$ cat src/logic/pfc_defs.svh
`ifndef PFC_DEFS_SVH
`define PFC_DEFS_SVH

// ---------------------------------------------------------------
// Address map (offset within the 11-bit I/O window)
// ---------------------------------------------------------------
`define PFC_ADDR_W         11
`define PFC_A_DATA         11'h000
`define PFC_A_STATUS       11'h001
`define PFC_A_CONTROL      11'h002
`define PFC_A_FIFO         11'h400
`define PFC_A_CAPB         11'h401
`define PFC_A_EXTCTL       11'h402

// ---------------------------------------------------------------
// Field positions and constants
// ---------------------------------------------------------------
`define PFC_ECR_FAULT_DIS  4
`define PFC_ECR_DMA_EN     3
`define PFC_ECR_SVC        2
`define PFC_DCR_DIR        5
`define PFC_CAPA_VALUE     8'h10
`define PFC_ECR_RST_MODE   3'h0
`define PFC_ECR_RST_BITS   3'h5
`define PFC_FIFO_DEPTH     16
`define PFC_CNT_W          5
`define PFC_WRITE_THRESH   5'h08
`define PFC_READ_THRESH    5'h08
`define PFC_STROBE_NS      500
`define PFC_CLK_MHZ        125
`define PFC_STROBE_CYC     ((`PFC_STROBE_NS * `PFC_CLK_MHZ + 999) / 1000)
`endif

$ cat src/logic/pfc_pkg.sv
package pfc_pkg;
    typedef enum logic [2:0] {
        MODE_STD    = 3'b000,
        MODE_BIDIR  = 3'b001,
        MODE_PFIFO  = 3'b010,
        MODE_ECP    = 3'b011,
        MODE_RSV4   = 3'b100,
        MODE_RSV5   = 3'b101,
        MODE_TEST   = 3'b110,
        MODE_CONFIG = 3'b111
    } pfc_mode_t;

    typedef enum logic [2:0] {
        ENG_IDLE    = 3'b000,
        ENG_SETUP   = 3'b001,
        ENG_STROBE  = 3'b010,
        ENG_HOLD    = 3'b011,
        ENG_REV_REQ = 3'b100,
        ENG_REV_REL = 3'b101
    } pfc_eng_t;

    typedef struct packed {
        logic       is_addr;
        logic [7:0] data;
    } pfc_entry_t;

    typedef struct packed {
        logic [7:0] port_data_bus;
        logic       busy;
        logic       ack_n;
        logic       perror;
        logic       select;
        logic       peripheral_fault_n;
    } pfc_pins_t;
endpackage

$ cat src/logic/pfc_fifo.sv
`timescale 1ns/100ps
`default_nettype none
`include "pfc_defs.svh"
module pfc_fifo (
    input  wire logic                   clk_sys,
    input  wire logic                   rst,
    input  wire logic                   flush,
    input  wire logic                   push,
    input  wire pfc_pkg::pfc_entry_t    push_data,
    input  wire logic                   pop,
    output pfc_pkg::pfc_entry_t         head,
    output logic [`PFC_CNT_W-1:0]       count,
    output logic                        full,
    output logic                        empty
);
    import pfc_pkg::*;

    pfc_entry_t                 mem [0:`PFC_FIFO_DEPTH-1];
    logic [`PFC_CNT_W-2:0]      wr_ptr_r;
    logic [`PFC_CNT_W-2:0]      rd_ptr_r;
    logic [`PFC_CNT_W-1:0]      count_r;
    logic                       do_push;
    logic                       do_pop;

    // Overflow and underflow are dropped here, not at each caller
    assign do_push = push && !full;
    assign do_pop  = pop && !empty;
    assign full    = (count_r == `PFC_CNT_W'(`PFC_FIFO_DEPTH));
    assign empty   = (count_r == '0);
    assign count   = count_r;
    assign head    = mem[rd_ptr_r];

    always_ff @(posedge clk_sys) begin
        if (do_push) begin
            mem[wr_ptr_r] <= push_data;
        end
    end

    always_ff @(posedge clk_sys) begin
        if (rst || flush) begin
            wr_ptr_r <= '0;
            rd_ptr_r <= '0;
            count_r  <= '0;
        end else begin
            if (do_push) begin
                wr_ptr_r <= wr_ptr_r + 1'b1;
            end
            if (do_pop) begin
                rd_ptr_r <= rd_ptr_r + 1'b1;
            end
            count_r <= count_r + {4'h0, do_push} - {4'h0, do_pop};
        end
    end
endmodule // pfc_fifo
`default_nettype wire

$ cat src/logic/pfc_port.sv
`timescale 1ns/100ps
`default_nettype none
`include "pfc_defs.svh"
module pfc_port (
    input  wire logic                   clk_sys,
    input  wire logic                   rst,
    input  wire logic [`PFC_ADDR_W-1:0] io_addr,
    input  wire logic                   io_rd,
    input  wire logic                   io_wr,
    input  wire logic [7:0]             io_wdata,
    output logic [7:0]                  io_rdata,
    output logic                        dma_req,
    input  wire logic                   dma_ack,
    input  wire logic                   dma_tc,
    output logic                        irq,
    input  wire pfc_pkg::pfc_pins_t     pins_in,
    output logic [7:0]                  port_data_bus_out,
    output logic                        port_data_bus_oe,
    output logic                        host_strobe_out_n,
    output logic                        host_ack_out_n,
    output logic                        init_out_n,
    output logic                        select_in_out_n
);
    import pfc_pkg::*;

    // ---------------------------------------------------------------
    // Declarations
    // ---------------------------------------------------------------
    pfc_pins_t              sync1_r;
    pfc_pins_t              sync2_r;
    logic                   fault_n_d_r;
    logic [7:0]             data_latch_r;
    logic [5:0]             dcr_r;
    pfc_mode_t              mode_r;
    pfc_mode_t              mode_d_r;
    logic                   fault_dis_r;
    logic                   dma_en_r;
    logic                   svc_r;
    logic [7:0]             rdata_r;
    logic [7:0]             last_rd_r;
    logic                   irq_r;
    pfc_eng_t               st_r;
    logic [7:0]             pd_drv_r;
    logic                   cmd_r;
    logic                   eng_strobe_n_r;
    logic                   eng_ack_n_r;
    logic [7:0]             cnt_r;
    logic                   dir;
    logic                   fifo_mode;
    logic                   fwd_ecp;
    logic                   fwd_run;
    logic                   rev_run;
    logic                   acc_fifo;
    logic                   wr_fifo;
    logic                   wr_addr_q;
    logic                   rd_fifo;
    logic                   wr_ecr;
    logic                   eng_pop;
    logic                   eng_push;
    logic                   q_push;
    logic                   q_pop;
    pfc_entry_t             q_in;
    pfc_entry_t             q_head;
    logic [`PFC_CNT_W-1:0]  q_count;
    logic                   q_full;
    logic                   q_empty;
    logic [`PFC_CNT_W-1:0]  q_free;
    logic                   svc_event;
    logic                   fault_event;
    logic [7:0]             ecr_rd;
    logic [7:0]             capb_rd;

    // ---------------------------------------------------------------
    // Pin synchronisers
    // ---------------------------------------------------------------
    always_ff @(posedge clk_sys) begin
        if (rst) begin
            sync1_r     <= '1;
            sync2_r     <= '1;
            fault_n_d_r <= 1'b1;
        end else begin
            sync1_r     <= pins_in;
            sync2_r     <= sync1_r;
            fault_n_d_r <= sync2_r.peripheral_fault_n;
        end
    end

    // ---------------------------------------------------------------
    // Mode and direction decode
    // ---------------------------------------------------------------
    // Standard and parallel FIFO modes are forward only
    assign dir       = (mode_r == MODE_STD || mode_r == MODE_PFIFO) ? 1'b0
                     : dcr_r[`PFC_DCR_DIR];
    assign fifo_mode = (mode_r == MODE_PFIFO) || (mode_r == MODE_ECP)
                     || (mode_r == MODE_TEST);
    assign fwd_ecp   = (mode_r == MODE_ECP) && !dir;
    assign fwd_run   = (mode_r == MODE_PFIFO) || fwd_ecp;
    assign rev_run   = (mode_r == MODE_ECP) && dir;
    assign acc_fifo  = dma_ack || (io_addr == `PFC_A_FIFO);

    // ---------------------------------------------------------------
    // Host access decode
    // ---------------------------------------------------------------
    assign wr_fifo   = io_wr && acc_fifo && (fwd_run || mode_r == MODE_TEST);
    assign wr_addr_q = io_wr && !dma_ack && (io_addr == `PFC_A_DATA) && fwd_ecp;
    assign rd_fifo   = io_rd && acc_fifo && (rev_run || mode_r == MODE_TEST);
    assign wr_ecr    = io_wr && !dma_ack && (io_addr == `PFC_A_EXTCTL);

    assign eng_pop   = (st_r == ENG_IDLE) && fwd_run && !q_empty && !sync2_r.busy;
    assign eng_push  = (st_r == ENG_REV_REQ) && rev_run && !sync2_r.ack_n && !q_full;

    // Address bytes carry their tag through the shared queue
    always_comb begin
        q_in = '0;
        if (eng_push) begin
            q_in.data    = sync2_r.port_data_bus;
            q_in.is_addr = !sync2_r.busy;
        end else begin
            q_in.data    = io_wdata;
            q_in.is_addr = wr_addr_q;
        end
    end
    assign q_push = eng_push || wr_fifo || wr_addr_q;
    assign q_pop  = eng_pop || rd_fifo;

    pfc_fifo u_fifo (
        .clk_sys   (clk_sys),
        .rst       (rst),
        .flush     (mode_r == MODE_STD),
        .push      (q_push),
        .push_data (q_in),
        .pop       (q_pop),
        .head      (q_head),
        .count     (q_count),
        .full      (q_full),
        .empty     (q_empty)
    );

    // ---------------------------------------------------------------
    // Control registers
    // ---------------------------------------------------------------
    always_ff @(posedge clk_sys) begin
        if (rst) begin
            data_latch_r <= 8'h00;
            dcr_r        <= 6'h00;
        end else if (io_wr && !dma_ack) begin
            if (io_addr == `PFC_A_DATA && !fwd_ecp) begin
                data_latch_r <= io_wdata;
            end
            if (io_addr == `PFC_A_CONTROL) begin
                dcr_r <= io_wdata[5:0];
            end
        end
    end

    always_ff @(posedge clk_sys) begin
        if (rst) begin
            mode_r      <= pfc_mode_t'(`PFC_ECR_RST_MODE);
            fault_dis_r <= 1'(`PFC_ECR_RST_BITS >> 2);
            dma_en_r    <= 1'b0;
        end else if (wr_ecr) begin
            mode_r      <= pfc_mode_t'(io_wdata[7:5]);
            fault_dis_r <= io_wdata[`PFC_ECR_FAULT_DIS];
            dma_en_r    <= io_wdata[`PFC_ECR_DMA_EN];
        end
    end

    always_ff @(posedge clk_sys) begin
        if (rst) begin
            mode_d_r <= pfc_mode_t'(`PFC_ECR_RST_MODE);
        end else begin
            mode_d_r <= mode_r;
        end
    end

    // ---------------------------------------------------------------
    // Service and fault interrupts
    // ---------------------------------------------------------------
    assign q_free = `PFC_CNT_W'(`PFC_FIFO_DEPTH) - q_count;
    always_comb begin
        svc_event = 1'b0;
        if (!svc_r && fifo_mode) begin
            if (dma_en_r) begin
                svc_event = dma_tc && dma_ack;
            end else if (!dir) begin
                svc_event = (q_free >= `PFC_WRITE_THRESH);
            end else begin
                svc_event = (q_count >= `PFC_READ_THRESH);
            end
        end
    end

    // Edge, or disable bit cleared while the fault is already low
    assign fault_event = (mode_r == MODE_ECP) && (
                         (!fault_dis_r && fault_n_d_r && !sync2_r.peripheral_fault_n)
                         || (wr_ecr && fault_dis_r && !io_wdata[`PFC_ECR_FAULT_DIS]
                             && !sync2_r.peripheral_fault_n));

    // Hardware set wins over a software clear in the same cycle
    always_ff @(posedge clk_sys) begin
        if (rst) begin
            svc_r <= 1'(`PFC_ECR_RST_BITS & 3'h1);
        end else if (svc_event) begin
            svc_r <= 1'b1;
        end else if (wr_ecr) begin
            svc_r <= io_wdata[`PFC_ECR_SVC];
        end
    end

    // ISA pulse interrupt, one cycle wide
    always_ff @(posedge clk_sys) begin
        if (rst) begin
            irq_r <= 1'b0;
        end else begin
            irq_r <= svc_event || fault_event;
        end
    end
    assign irq = irq_r;

    assign dma_req = dma_en_r && !svc_r && fifo_mode
                   && (dir ? !q_empty : !q_full);

    // ---------------------------------------------------------------
    // Read path
    // ---------------------------------------------------------------
    assign ecr_rd  = {mode_r, fault_dis_r, dma_en_r, svc_r, q_full, q_empty};
    assign capb_rd = {1'b0, irq_r, 3'b000, 3'b000};

    always_ff @(posedge clk_sys) begin
        if (rst) begin
            rdata_r   <= 8'h00;
            last_rd_r <= 8'h00;
        end else if (io_rd) begin
            if (dma_ack || io_addr == `PFC_A_FIFO) begin
                if (mode_r == MODE_CONFIG && !dma_ack) begin
                    rdata_r <= `PFC_CAPA_VALUE;
                end else if (rd_fifo && !q_empty) begin
                    rdata_r   <= q_head.data;
                    last_rd_r <= q_head.data;
                end else begin
                    rdata_r <= last_rd_r;
                end
            end else if (io_addr == `PFC_A_DATA) begin
                rdata_r <= (mode_r == MODE_BIDIR && dir) ? sync2_r.port_data_bus
                         : data_latch_r;
            end else if (io_addr == `PFC_A_STATUS) begin
                rdata_r <= {!sync2_r.busy, sync2_r.ack_n, sync2_r.perror,
                            sync2_r.select, sync2_r.peripheral_fault_n, 3'b111};
            end else if (io_addr == `PFC_A_CONTROL) begin
                rdata_r <= {2'b11, dir, dcr_r[4:0]};
            end else if (io_addr == `PFC_A_CAPB && mode_r == MODE_CONFIG) begin
                rdata_r <= capb_rd;
            end else if (io_addr == `PFC_A_EXTCTL) begin
                rdata_r <= ecr_rd;
            end else begin
                rdata_r <= 8'h00;
            end
        end
    end
    assign io_rdata = rdata_r;

    // ---------------------------------------------------------------
    // Peripheral handshake engine
    // ---------------------------------------------------------------
    always_ff @(posedge clk_sys) begin
        if (rst) begin
            st_r           <= ENG_IDLE;
            pd_drv_r       <= 8'h00;
            cmd_r          <= 1'b0;
            eng_strobe_n_r <= 1'b1;
            eng_ack_n_r    <= 1'b1;
            cnt_r          <= 8'h00;
        end else if (mode_r != mode_d_r || !(fwd_run || rev_run)) begin
            st_r           <= ENG_IDLE;
            eng_strobe_n_r <= 1'b1;
            eng_ack_n_r    <= 1'b1;
        end else begin
            case (st_r)
                ENG_IDLE: begin
                    if (rev_run) begin
                        eng_ack_n_r <= 1'b0;
                        st_r        <= ENG_REV_REQ;
                    end else if (eng_pop) begin
                        pd_drv_r <= q_head.data;
                        cmd_r    <= q_head.is_addr;
                        st_r     <= ENG_SETUP;
                    end
                end
                ENG_SETUP: begin
                    eng_strobe_n_r <= 1'b0;
                    cnt_r          <= 8'(`PFC_STROBE_CYC - 1);
                    st_r           <= ENG_STROBE;
                end
                ENG_STROBE: begin
                    if (fwd_ecp ? sync2_r.busy : (cnt_r == 8'h00)) begin
                        eng_strobe_n_r <= 1'b1;
                        st_r           <= ENG_HOLD;
                    end else if (cnt_r != 8'h00) begin
                        cnt_r <= cnt_r - 8'h01;
                    end
                end
                ENG_HOLD: begin
                    if (!fwd_ecp || !sync2_r.busy) begin
                        st_r <= ENG_IDLE;
                    end
                end
                ENG_REV_REQ: begin
                    if (eng_push) begin
                        eng_ack_n_r <= 1'b1;
                        st_r        <= ENG_REV_REL;
                    end
                end
                ENG_REV_REL: begin
                    if (sync2_r.ack_n) begin
                        eng_ack_n_r <= 1'b0;
                        st_r        <= ENG_REV_REQ;
                    end
                end
                default: begin
                    st_r <= ENG_IDLE;
                end
            endcase
        end
    end

    // ---------------------------------------------------------------
    // Pin drivers
    // ---------------------------------------------------------------
    always_ff @(posedge clk_sys) begin
        if (rst) begin
            port_data_bus_out <= 8'h00;
            port_data_bus_oe  <= 1'b1;
            host_strobe_out_n <= 1'b1;
            host_ack_out_n    <= 1'b1;
            init_out_n        <= 1'b0;
            select_in_out_n   <= 1'b1;
        end else begin
            port_data_bus_oe <= !dir;
            if (fwd_run) begin
                port_data_bus_out <= pd_drv_r;
            end else if (mode_r == MODE_TEST) begin
                port_data_bus_out <= q_head.data;
            end else begin
                port_data_bus_out <= data_latch_r;
            end
            host_strobe_out_n <= fwd_run ? eng_strobe_n_r : !dcr_r[0];
            if (fwd_ecp) begin
                host_ack_out_n <= cmd_r;
            end else if (rev_run) begin
                host_ack_out_n <= eng_ack_n_r;
            end else begin
                host_ack_out_n <= !dcr_r[1];
            end
            init_out_n      <= dcr_r[2];
            select_in_out_n <= !dcr_r[3];
        end
    end
endmodule // pfc_port
`default_nettype wire

$ cat config.mk
export PLATFORM = sky130hd
export DESIGN_NAME = pfc_port
export DESIGN_NICKNAME = d
export VERILOG_FILES = /design/src/logic/pfc_pkg.sv /design/src/logic/pfc_fifo.sv /design/src/logic/pfc_port.sv
export VERILOG_INCLUDE_DIRS = /design/src /design/src/logic
export SDC_FILE = /design/constraint.sdc
export NUM_CORES = 1
export LEC_CHECK = 0
export BUFFER_PORTS_ARGS = -buffer_cell sky130_fd_sc_hd__buf_2
export CORE_AREA = 2 2 182 184
export CTS_CLUSTER_DIAMETER = 120
export CTS_CLUSTER_SIZE = 30
export DETAILED_ROUTE_END_ITERATION = 8
export DIE_AREA = 0 0 184 186
export SETUP_SLACK_MARGIN = 0.5
export SKIP_CTS_REPAIR_TIMING = 1
export SLEW_MARGIN = 20
export SYNTH_ARGS = -nofsm -noshare
export SYNTH_HDL_FRONTEND = slang
export SYNTH_HIERARCHICAL = 1
export SYNTH_SLANG_ARGS = --single-unit
$ cat constraint.sdc
create_clock -name clk_sys -period 3.8 [get_ports clk_sys]
set_input_delay 0.38 -clock clk_sys [delete_from_list [all_inputs] [get_ports clk_sys]]
set_output_delay 0.38 -clock clk_sys [all_outputs]
set_load 0.005 [all_outputs]
==> results of run 1 <==
## flip-flops by register name, summed over array words and instances, names as in the netlist, 3 cells and up, named ones only
signal	flops
data_latch_r	8
st_r	3
port_data_bus_out	8
sync2_r	13
pd_drv_r	8
u_fifo/count	5
io_rdata	8
mode_d_r	3
cnt_r	8
u_fifo/rd_ptr_r	4
u_fifo/mem	144
u_fifo/wr_ptr_r	4
mode_r	3
dcr_r	6
last_rd_r	8
sync1_r	13
## final cells by class
| class | instances | area [sq um] | area share, % |
|---|---|---|---|
| clock buffers | 17 | 329.1 | 2.639 |
| clock inverters | 2 | 23.77 | 0.1906 |
| inverters | 26 | 100.1 | 0.8027 |
| multi-input cells | 511 | 4192 | 33.61 |
| flip-flops and latches | 263 | 6716 | 53.86 |
| well taps | 408 | 510.5 | 4.094 |
| repair buffers | 98 | 598.1 | 4.796 |
## worst paths after layout
| kind | start | endpoint | depth (start not counted) |
|---|---|---|---|
| min | pins_in[7] | sync1_r[7] | 2 |
| max reg2reg | u_fifo/count[3] | u_fifo/count[4] | 17 |
| max | u_fifo/count[3] | u_fifo/count[4] | 17 |
| min reg2reg | sync1_r[12] | sync2_r[12] | 1 |
## metal layers
metal  GRT usage, %  part of all wire, %  vias to the layer above  routed length, um
li1               -                    -                     3272                  -
met4          3.712                  2.4                        0                625
met3          1.937                  4.3                       40               1146
met2          25.86                   48                      183              12640
met5              0                    0                        -                  0
met1          20.97                   46                     3443              12060
## per-stage QoR
| step | worst slack [ns] | area, sq um | hold WS, ns | cells | power (mW) |
|---|---|---|---|---|---|
| final | 0.6398 | 12470 | 0.04716 | 1325 | 4.625 |
| after detailed placement | 0.2903 | 12030 | 0.3952 | 1300 | 3.198 |
| after floorplan | 0.4792 | 11180 | 0.3703 | 844 | 3.131 |
| after global placement | 0.3299 | 12030 | 0.3944 | 1300 | 3.196 |
| after CTS | 0.3867 | 12390 | 0.03072 | 1319 | 4.682 |
| after global routing | 0.4739 | 12470 | 0.03325 | 1325 | 4.792 |
## power by group
part           internal [mW]  switching (mW)
Clock                  0.624           0.870
Combinational         0.0402          0.0847
Sequential              3.00         0.00691
Total                   3.66           0.961
## critical path: cells and delay by family, from the launching register on
kind,cells,cell delay (ns)
fa+ha+maj,4,0.91
compound gates,2,0.26
buf+inv,4,0.25
simple gates,7,1.32
flops,1,0.38
## logic make-up (layout without fill, tap and decap cells)
logic type                 after synthesis  count (layout)  share of synthesized area, %
AOI/OAI and AO/OA                      107             107                         6.482
DFF                                    263             263                         60.11
xor gates and xnor gates                14              14                         1.099
buffers and inverters                   70             143                         3.106
adders and majority gates               14              14                         1.637
and+or+nand+nor                        271             271                         13.49
muxes                                  105             105                         14.07
## placed cells by master (no fill, tap or decap), types with 15 or more instances in the layout
cell type	count
mux4_2	21
buf_4	37
mux2i_1	59
dfxtp_1	115
inv_1	21
or2_2	33
a22oi_1	19
buf_2	60
a21oi_1	21
nand2_1	40
o21ai_0	17
edfxtp_1	144
nor2_1	81
mux4_1	15
==> results_dict.tcl, run 1 <==
set metrics [dict create \
    outcome "finished, final reports clean" \
    synth.distinct_cells 70 \
    clock_skew_ns 0.03037 \
    place.port_buffers 60 \
    layout-drive-gt1-share_pct 23.23 \
    synth_nets 896 \
    antenna_found_initial 0 \
    peakVddDrop_v 0.0002537 \
    ys_seq_elements 263 \
    synth_top_area_share_pct 38.76 \
    htree_levels 1 \
    cts_tree "built" \
    grt_max_degree 56 \
    synth_edf_count 144 \
    rsz0062_at_grt "false" \
    synth_most_common_cell "edfxtp_1" \
    die_area_sq_um 34220 \
    drtPass1Iterations 5 \
    syn_area_per_cell_sq_um 13.22 \
    synth_ff_type "edfxtp_1" \
    grt_pass1_vias 6753 \
    layout_min_cycle_time_ns 3.160 \
    syn_inst 844 \
    drt_iter0_markers 557 \
    crit_arrival_ns 3.61 \
    crit_type "flop to flop" \
    fillers 3074 \
    vias 6938 \
    crit_path_end_kind "flop" \
    async_flop_share_pct 0 \
    clock_path_buffers 3 \
    clock_sinks 263 \
    start_util_pct 34.64 \
    synth_top_area_cell "edfxtp_1" \
    setup_viol 0 \
    ios 61 \
    worstPathCellList "inv_2 -> ha_4 -> or4b_4 -> inv_4 -> nor2_1 -> nand4_1 -> nand2_2 -> nand2_2 -> inv_1 -> ha_4 -> inv_1 -> ha_2 -> fa_2 -> a21oi_2 -> nor2_1 -> or3_1 -> a21oi_1" \
    via_per_inst 5.236 \
    worstHoldPathType "input port to flop" \
    dp_hpwl_um 18610 \
    nets 964 \
    period_share_pct 83.16 \
    reg2reg_setup_slack_ns 0.64 \
    wirelength_um 26480 \
    yosysSeqAreaShare_pct 60.11 \
    wl_per_cell_um 19.98 \
    power_density_nw_per_um2 370.9 \
    grt-ovfl-total 0 \
    clk_latency_ns 0.51 \
    std_cell_rows 66 \
    max_freq_ghz 0.3164 \
    gp_congestion 0.8704 \
    cap_violations 0 \
    p_leak_nw 4.163 \
    ys_top_cells_by_count "144 x edfxtp_1, 119 x dfxtp_1, 81 x nor2_1" \
    yosys_warnings 6 \
    netlist_area_sq_um 11160 \
    track_usage_pct 15.31 \
    die_w_um 184 \
    diodes 0 \
    crit_fanout 5 \
    startpoint_type "flop" \
    grt_pass1_wl_um 40000 \
    synthToLayoutAreaGrowth_pct 11.76 \
    critPathMaxStageDelay_ns 0.51 \
    hold_viol 0 \
    final_antenna_net_count 0 \
    required_ns 4.25 \
    drc 0 \
    core_sq_um 32210 \
    die_h_um 186 \
    final_max_slew_viol_count 0 \
    slowest_stage "or4b_4" \
    tightest_slew_ns 0.8750 \
    cts_buffers 12 \
    clockRootBuffer "clkbuf_16" \
    slew-limit-headroom_pct 41.13 \
    cts.clk_slew.worst_paths_ns 0.12 \
    synth.area.top_cells "edfxtp_1 39%, dfxtp_1 21%, mux2i_1 5.3%" \
    fin_setup_tns_ns 0 \
    utilization_pct 38.72 \
]
No activity file was read; power rests on OpenSTA's default activity.
==> run 2, diff against run 1 <==
--- a/config.mk
+++ b/config.mk
@@ -6,12 +6,13 @@
 export SDC_FILE = /design/constraint.sdc
 export NUM_CORES = 1
 export LEC_CHECK = 0
+export ABC_AREA = 1
 export BUFFER_PORTS_ARGS = -buffer_cell sky130_fd_sc_hd__buf_2
-export CORE_AREA = 2 2 182 184
+export CORE_AREA = 2 2 188 190
 export CTS_CLUSTER_DIAMETER = 120
 export CTS_CLUSTER_SIZE = 30
 export DETAILED_ROUTE_END_ITERATION = 8
-export DIE_AREA = 0 0 184 186
+export DIE_AREA = 0 0 190 192
 export SETUP_SLACK_MARGIN = 0.5
 export SKIP_CTS_REPAIR_TIMING = 1
 export SLEW_MARGIN = 20
==> constraint.sdc (replaced) <==
create_clock -name clk_sys -period 2.9 [get_ports clk_sys]
set_input_delay 0.29 -clock clk_sys [delete_from_list [all_inputs] [get_ports clk_sys]]
set_output_delay 0.29 -clock clk_sys [all_outputs]
set_load 0.005 [all_outputs]
==> results_dict.tcl, run 2 <==
set metrics [dict create \
    outcome "finished, final reports clean" \
    die_area_sq_um 36480 \
    cts.clk_slew.worst_paths_ns 0.12 \
    wirelength_um 30390 \
    core_sq_um 34290 \
    top_regs "u_fifo/mem x144, sync1_r x13, sync2_r x13" \
    ys_top_cells_by_count "327 x nand2_1, 206 x inv_1, 151 x nand3_1" \
    startpoint "u_fifo/count[3]" \
    p_int_mw 4.983 \
    clock_path_buffers 3 \
    period_share_pct 89.56 \
    drt_iter0_markers 872 \
    layout_min_cycle_time_ns 2.597 \
    layout-drive-gt1-share_pct 16.89 \
    layout_common_cells "319 x nand2_1, 201 x inv_1, 150 x nand3_1, 144 x edfxtp_1, 113 x dfxtp_1" \
    clock_sinks 263 \
    slowest_stage "dfxtp_4" \
    ys_seq_elements 263 \
    comb_power_share_pct 2.9 \
    place.port_buffers 60 \
    final_common_cell "nand2_1" \
    switching_share_pct 20.44 \
    die_h_um 192 \
    power_density_nw_per_um2 452.1 \
    startpoint_type "flop" \
    grt_pass1_wl_um 46990 \
    peakVddDrop_v 0.0003181 \
    std_cell_rows 68 \
    synth_edf_count 144 \
    diodes 0 \
    setup_viol 0 \
    synth_nets 1413 \
    crit_path_end_kind "flop" \
    cts_tree "built" \
    crit_fanout 4 \
    min_from "io_wdata[0]" \
    p_leak_nw 5.886 \
    grt_pass1_vias 8563 \
    synth.distinct_cells 45 \
    yosysSeqAreaShare_pct 56.55 \
    drc 0 \
    synth_top_area_share_pct 36.46 \
    gp_congestion 0.9258 \
    ios 61 \
    fillers 3404 \
    worstPathCellList "inv_4 -> ha_4 -> nand4_1 -> inv_2 -> nor4_4 -> inv_2 -> nand3_4 -> nand2_4 -> ha_4 -> inv_2 -> ha_4 -> fa_2 -> nand2_2 -> a21oi_2 -> nor2_2 -> nand2_1 -> nand2_1 -> nor2_1" \
    synthToLayoutAreaGrowth_pct 16.82 \
    yosys_warnings 6 \
    wl_per_cell_um 15.76 \
    track_usage_pct 16.43 \
    slew-limit-headroom_pct 44.66 \
    netlist_area_sq_um 11860 \
    synth.area.top_cells "edfxtp_1 36%, dfxtp_1 20%, nand2_1 10%" \
    cap_violations 0 \
    clk_latency_ns 0.50 \
    whs_ns 0.1152 \
    power.switching_mw 1.281 \
    largest_reg_flops 144 \
    tightest_slew_ns 0.8291 \
    async_flop_share_pct 0 \
    synth_top_area_cell "edfxtp_1" \
    clockRootBuffer "clkbuf_16" \
    grt-ovfl-total 0 \
    rsz0062_at_grt "true" \
    drtPass1Iterations 7 \
    fin_setup_tns_ns 0 \
    synth_ff_type "edfxtp_1" \
    nets 1520 \
    crit_type "flop to flop" \
    htree_levels 1 \
    largest-register "u_fifo/mem" \
    power_frac_clock_pct 34.2 \
    hold_viol 0 \
    clock_skew_ns 0.02210 \
    required_ns 3.30 \
    max_freq_ghz 0.3850 \
    syn_area_per_cell_sq_um 8.714 \
    vias 9300 \
    die_w_um 190 \
    syn_inst 1361 \
    final_max_slew_viol_count 0 \
    antenna_found_initial 0 \
    synth_most_common_cell "nand2_1" \
    cts_buffers 12 \
    crit_arrival_ns 3.00 \
    dp_hpwl_um 20760 \
    worstHoldPathType "input port to flop" \
    start_util_pct 34.59 \
    r2r-start "u_fifo/count[3]" \
    grt_max_degree 64 \
    final_antenna_net_count 0 \
    via_per_inst 4.821 \
    critPathMaxStageDelay_ns 0.39 \
    p_seq_share_pct 62.9 \
]
==> run 2: cell types whose count changed after synthesis, sizes merged, moves of 12 or more <==
cell and change:
nand2 +292, mux2i -59, a211oi -12, nor4 -13
mux4 -36, nand3 +140, o21ai +55, nor2 +29
inv +191, a21oi +35, clkbuf -15, a22oi -18
buf +17
==> run 2: per-layer routing <==
layer	share of wire [%]	up-vias	GRT usage, %
li1	-	4594	-
met1	46	4430	22.83
met2	47	248	27.51
met3	4.8	28	1.864
met4	1.7	0	3.757
met5	0	-	0
==> run 2: layout make-up <==
class	instances	area, sq um	area share (%)
flip-flops and latches	263	6719	48.50
multi-input cells	835	4308	31.09
repair buffers	136	1017	7.342
inverters	220	842.1	6.078
well taps	455	569.3	4.109
clock buffers	19	369.1	2.664
clock inverters	1	30.03	0.2167
==> run 2: power by group through the flow <==
stage	sequential (mW)	clock [mW]	combinational, mW
after CTS	3.94	2.19	0.168
after global routing	3.94	2.29	0.200
after floorplan	4.02	0	0.0742
after global placement	4.02	0	0.166
final	3.94	2.14	0.182
after detailed placement	4.02	0	0.168
==> run 2: logic make-up (layout without fill, tap and decap cells) <==
logic type / count (synthesis) / after routing / share of synthesized area (%)
and+or+nand+nor: 659 / 661 / 24.82
AOI/OAI and AO/OA: 153 / 153 / 7.026
adders and majority gates: 14 / 14 / 1.540
xor gates and xnor gates: 7 / 7 / 0.5169
DFF: 263 / 263 / 56.55
buffers and inverters: 265 / 376 / 9.547
==> run 2: path summary, 6_finish.rpt <==
path	endpoint	slack, ns	cells after the start
max	u_fifo/count[4]	0.30	18
min	dcr_r[0]	0.12	3
max reg2reg	u_fifo/count[4]	0.30	18
min reg2reg	select_in_out_n	0.42	1
==> run 2: through the flow <==
stage / setup WS [ns] / instances / area, sq um / power [mW] / utilization, %
finish: 0.3028 / 1929 / 13850 / 6.264 / 40.41
global route: 0.1250 / 1929 / 13850 / 6.429 / 40.41
CTS: 0.1240 / 1892 / 13260 / 6.295 / 38.66
detailed placement: 0.1595 / 1872 / 12860 / 4.191 / 37.50
global placement: 0.1971 / 1872 / 12860 / 4.189 / 37.50
floorplan: 0.2219 / 1361 / 11970 / 4.095 / -
==> run 2: worst max-delay path, delay by kind of cell (launching register included) <==
kind	cells	cell delay, ns
flip-flops	1	0.39
adder cells (fa/ha/maj)	4	0.92
buffers and inverters	4	0.24
AO/OA/AOI/OAI	1	0.05
AND/OR/NAND/NOR	9	0.89
==> run 3, diff against run 2 <==
--- a/config.mk
+++ b/config.mk
@@ -13,7 +13,6 @@
 export CTS_CLUSTER_SIZE = 30
 export DETAILED_ROUTE_END_ITERATION = 8
 export DIE_AREA = 0 0 190 192
-export SETUP_SLACK_MARGIN = 0.5
 export SKIP_CTS_REPAIR_TIMING = 1
 export SLEW_MARGIN = 20
 export SYNTH_ARGS = -nofsm -noshare
==> results_dict.tcl, run 3 (synthesis gave the netlist of run 2 again) <==
set metrics [dict create \
    outcome "finished, final reports clean" \
    tightest_slew_ns 0.6447 \
    core_sq_um 34290 \
    antenna_found_initial 0 \
    cts_buffers 13 \
    grt_max_degree 73 \
    multi_input_area_sq_um 4030 \
    clock_sinks 263 \
    pre_cts_ws_ns 0.06335 \
    startpoint_type "flop" \
    highest-signal-layer "met4" \
    htree_levels 1 \
    cts.clk_slew.worst_paths_ns 0.11 \
    finalWorstSetupSlack_ns 0.1080 \
    fillers 3481 \
    final_common_cell "nand2_1" \
    die_h_um 192 \
    final_antenna_net_count 0 \
    layout_min_cycle_time_ns 2.792 \
    grt_pass1_vias 8350 \
    place.port_buffers 60 \
    power_density_nw_per_um2 462.9 \
    final_max_slew_viol_count 0 \
    cap_violations 0 \
    worstHoldPathType "input port to flop" \
    std_cell_rows 68 \
    gp_congestion 0.9082 \
    utilization_pct 38.88 \
    clockRootBuffer "clkbuf_16" \
    nets 1506 \
    hold_viol 0 \
    p_leak_nw 5.788 \
    dp_hpwl_um 20620 \
    wl_met2_um 13810 \
    dpl_cell_area_sq_um 12770 \
    layout_common_cells "326 x nand2_1, 205 x inv_1, 150 x nand3_1, 144 x edfxtp_1, 113 x dfxtp_1" \
    min_path_cells 3 \
    clock_path_buffers 3 \
    track_usage_pct 16.28 \
    design_area_sq_um 13330 \
    crit_type "flop to flop" \
    setup_viol 0 \
    seqCellArea_sq_um 6714 \
    ios 61 \
    reg2reg_depth 18 \
    drtPass1Iterations 7 \
    grt_pass1_wl_um 46370 \
    wl_met3_um 1470 \
    period_share_pct 96.28 \
    min_from "io_wdata[0]" \
    top_regs "u_fifo/mem x144, sync1_r x13, sync2_r x13" \
    via_per_inst 4.743 \
    die_w_um 190 \
    largest-register "u_fifo/mem" \
    wl_per_cell_um 15.69 \
    r2r-start "mode_r[2]" \
    layout-drive-gt1-share_pct 13.52 \
    reg2reg_setup_slack_ns 0.11 \
    clk_latency_ns 0.50 \
    clock_skew_ns 0.05450 \
    peakVddDrop_v 0.0002899 \
    max_freq_ghz 0.3582 \
    drt_iter0_markers 776 \
    wirelength_um 30000 \
    rsz0062_at_grt "true" \
    crit_arrival_ns 3.19 \
    vias 9068 \
    start_util_pct 34.59 \
    reg2reg_to "u_fifo/count[4]" \
    slew-limit-headroom_pct 56.86 \
    min_to "dcr_r[0]" \
    die_area_sq_um 36480 \
    largest_reg_flops 144 \
    crit_fanout 5 \
    grt-ovfl-total 0 \
    p_total_mw 6.170 \
    required_ns 3.30 \
    m1WireLength_um 14180 \
    diodes 0 \
    cts_tree "built" \
    crit_path_end_kind "flop" \
    drc 0 \
    synthToLayoutAreaGrowth_pct 12.40 \
]
run 3: metal layers:
metal	vias up	global-route usage, %
met4	0	3.429
met1	4259	23.19
met5	-	0
met2	227	26.67
met3	32	1.919
li1	4550	-
run 3: cell type report:
class	count	area share, %
clock buffers	16	2.525
clock inverters	2	0.3097
inverters	220	6.251
multi-input cells	833	30.23
flip-flops and latches	263	50.37
well taps	455	4.271
repair buffers	123	6.045
run 3: critical path, cell delays in order, from the launching register on:
cell and delay [ns]:
dfxtp_2 0.37, inv_2 0.08, nand2_4 0.08, nor2_4 0.17, nand2_4 0.10, nor4_4 0.29, inv_2 0.07, nand3_2 0.11
nand2_2 0.09, ha_1 0.28, inv_1 0.04, ha_1 0.20, fa_1 0.39, nand2_1 0.10, a21oi_1 0.06, nor2_1 0.13
nand2_1 0.06, nand2_1 0.06, nor2_1 0.04
run 3: stage by stage:
| stage | cells | TNS, ns | hold WS (ns) |
|---|---|---|---|
| 6_report | 1912 | 0 | 0.1238 |
| 5_1_grt | 1912 | -0.03184 | 0.1141 |
| 4_1_cts | 1893 | 0 | -0.04854 |
| 3_5_place_dp | 1875 | 0 | 0.3848 |
| 3_3_place_gp | 1875 | 0 | 0.3807 |
| 2_1_floorplan | 1361 | 0 | 0.3663 |
run 3: worst max path at each step:
stage / startpoint / to / slack, ns / depth (start not counted)
6_report: mode_r[2] / u_fifo/count[4] / 0.11 / 18
5_1_grt: mode_r[2] / u_fifo/count[4] / -0.03 / 18
4_1_cts: u_fifo/count[2] / u_fifo/count[4] / 0.04 / 18
3_5_place_dp: u_fifo/count[2] / u_fifo/count[4] / 0.06 / 18
3_3_place_gp: u_fifo/count[2] / u_fifo/count[4] / 0.11 / 18
2_1_floorplan: u_fifo/count[2] / u_fifo/count[4] / 0.02 / 19
run 3: power breakdown:
| group | switching (mW) | internal [mW] | leakage (nW) |
|---|---|---|---|
| Clock | 1.19 | 0.862 | 0.181 |
| Combinational | 0.114 | 0.0652 | 3.37 |
| Sequential | 0.00574 | 3.93 | 2.24 |
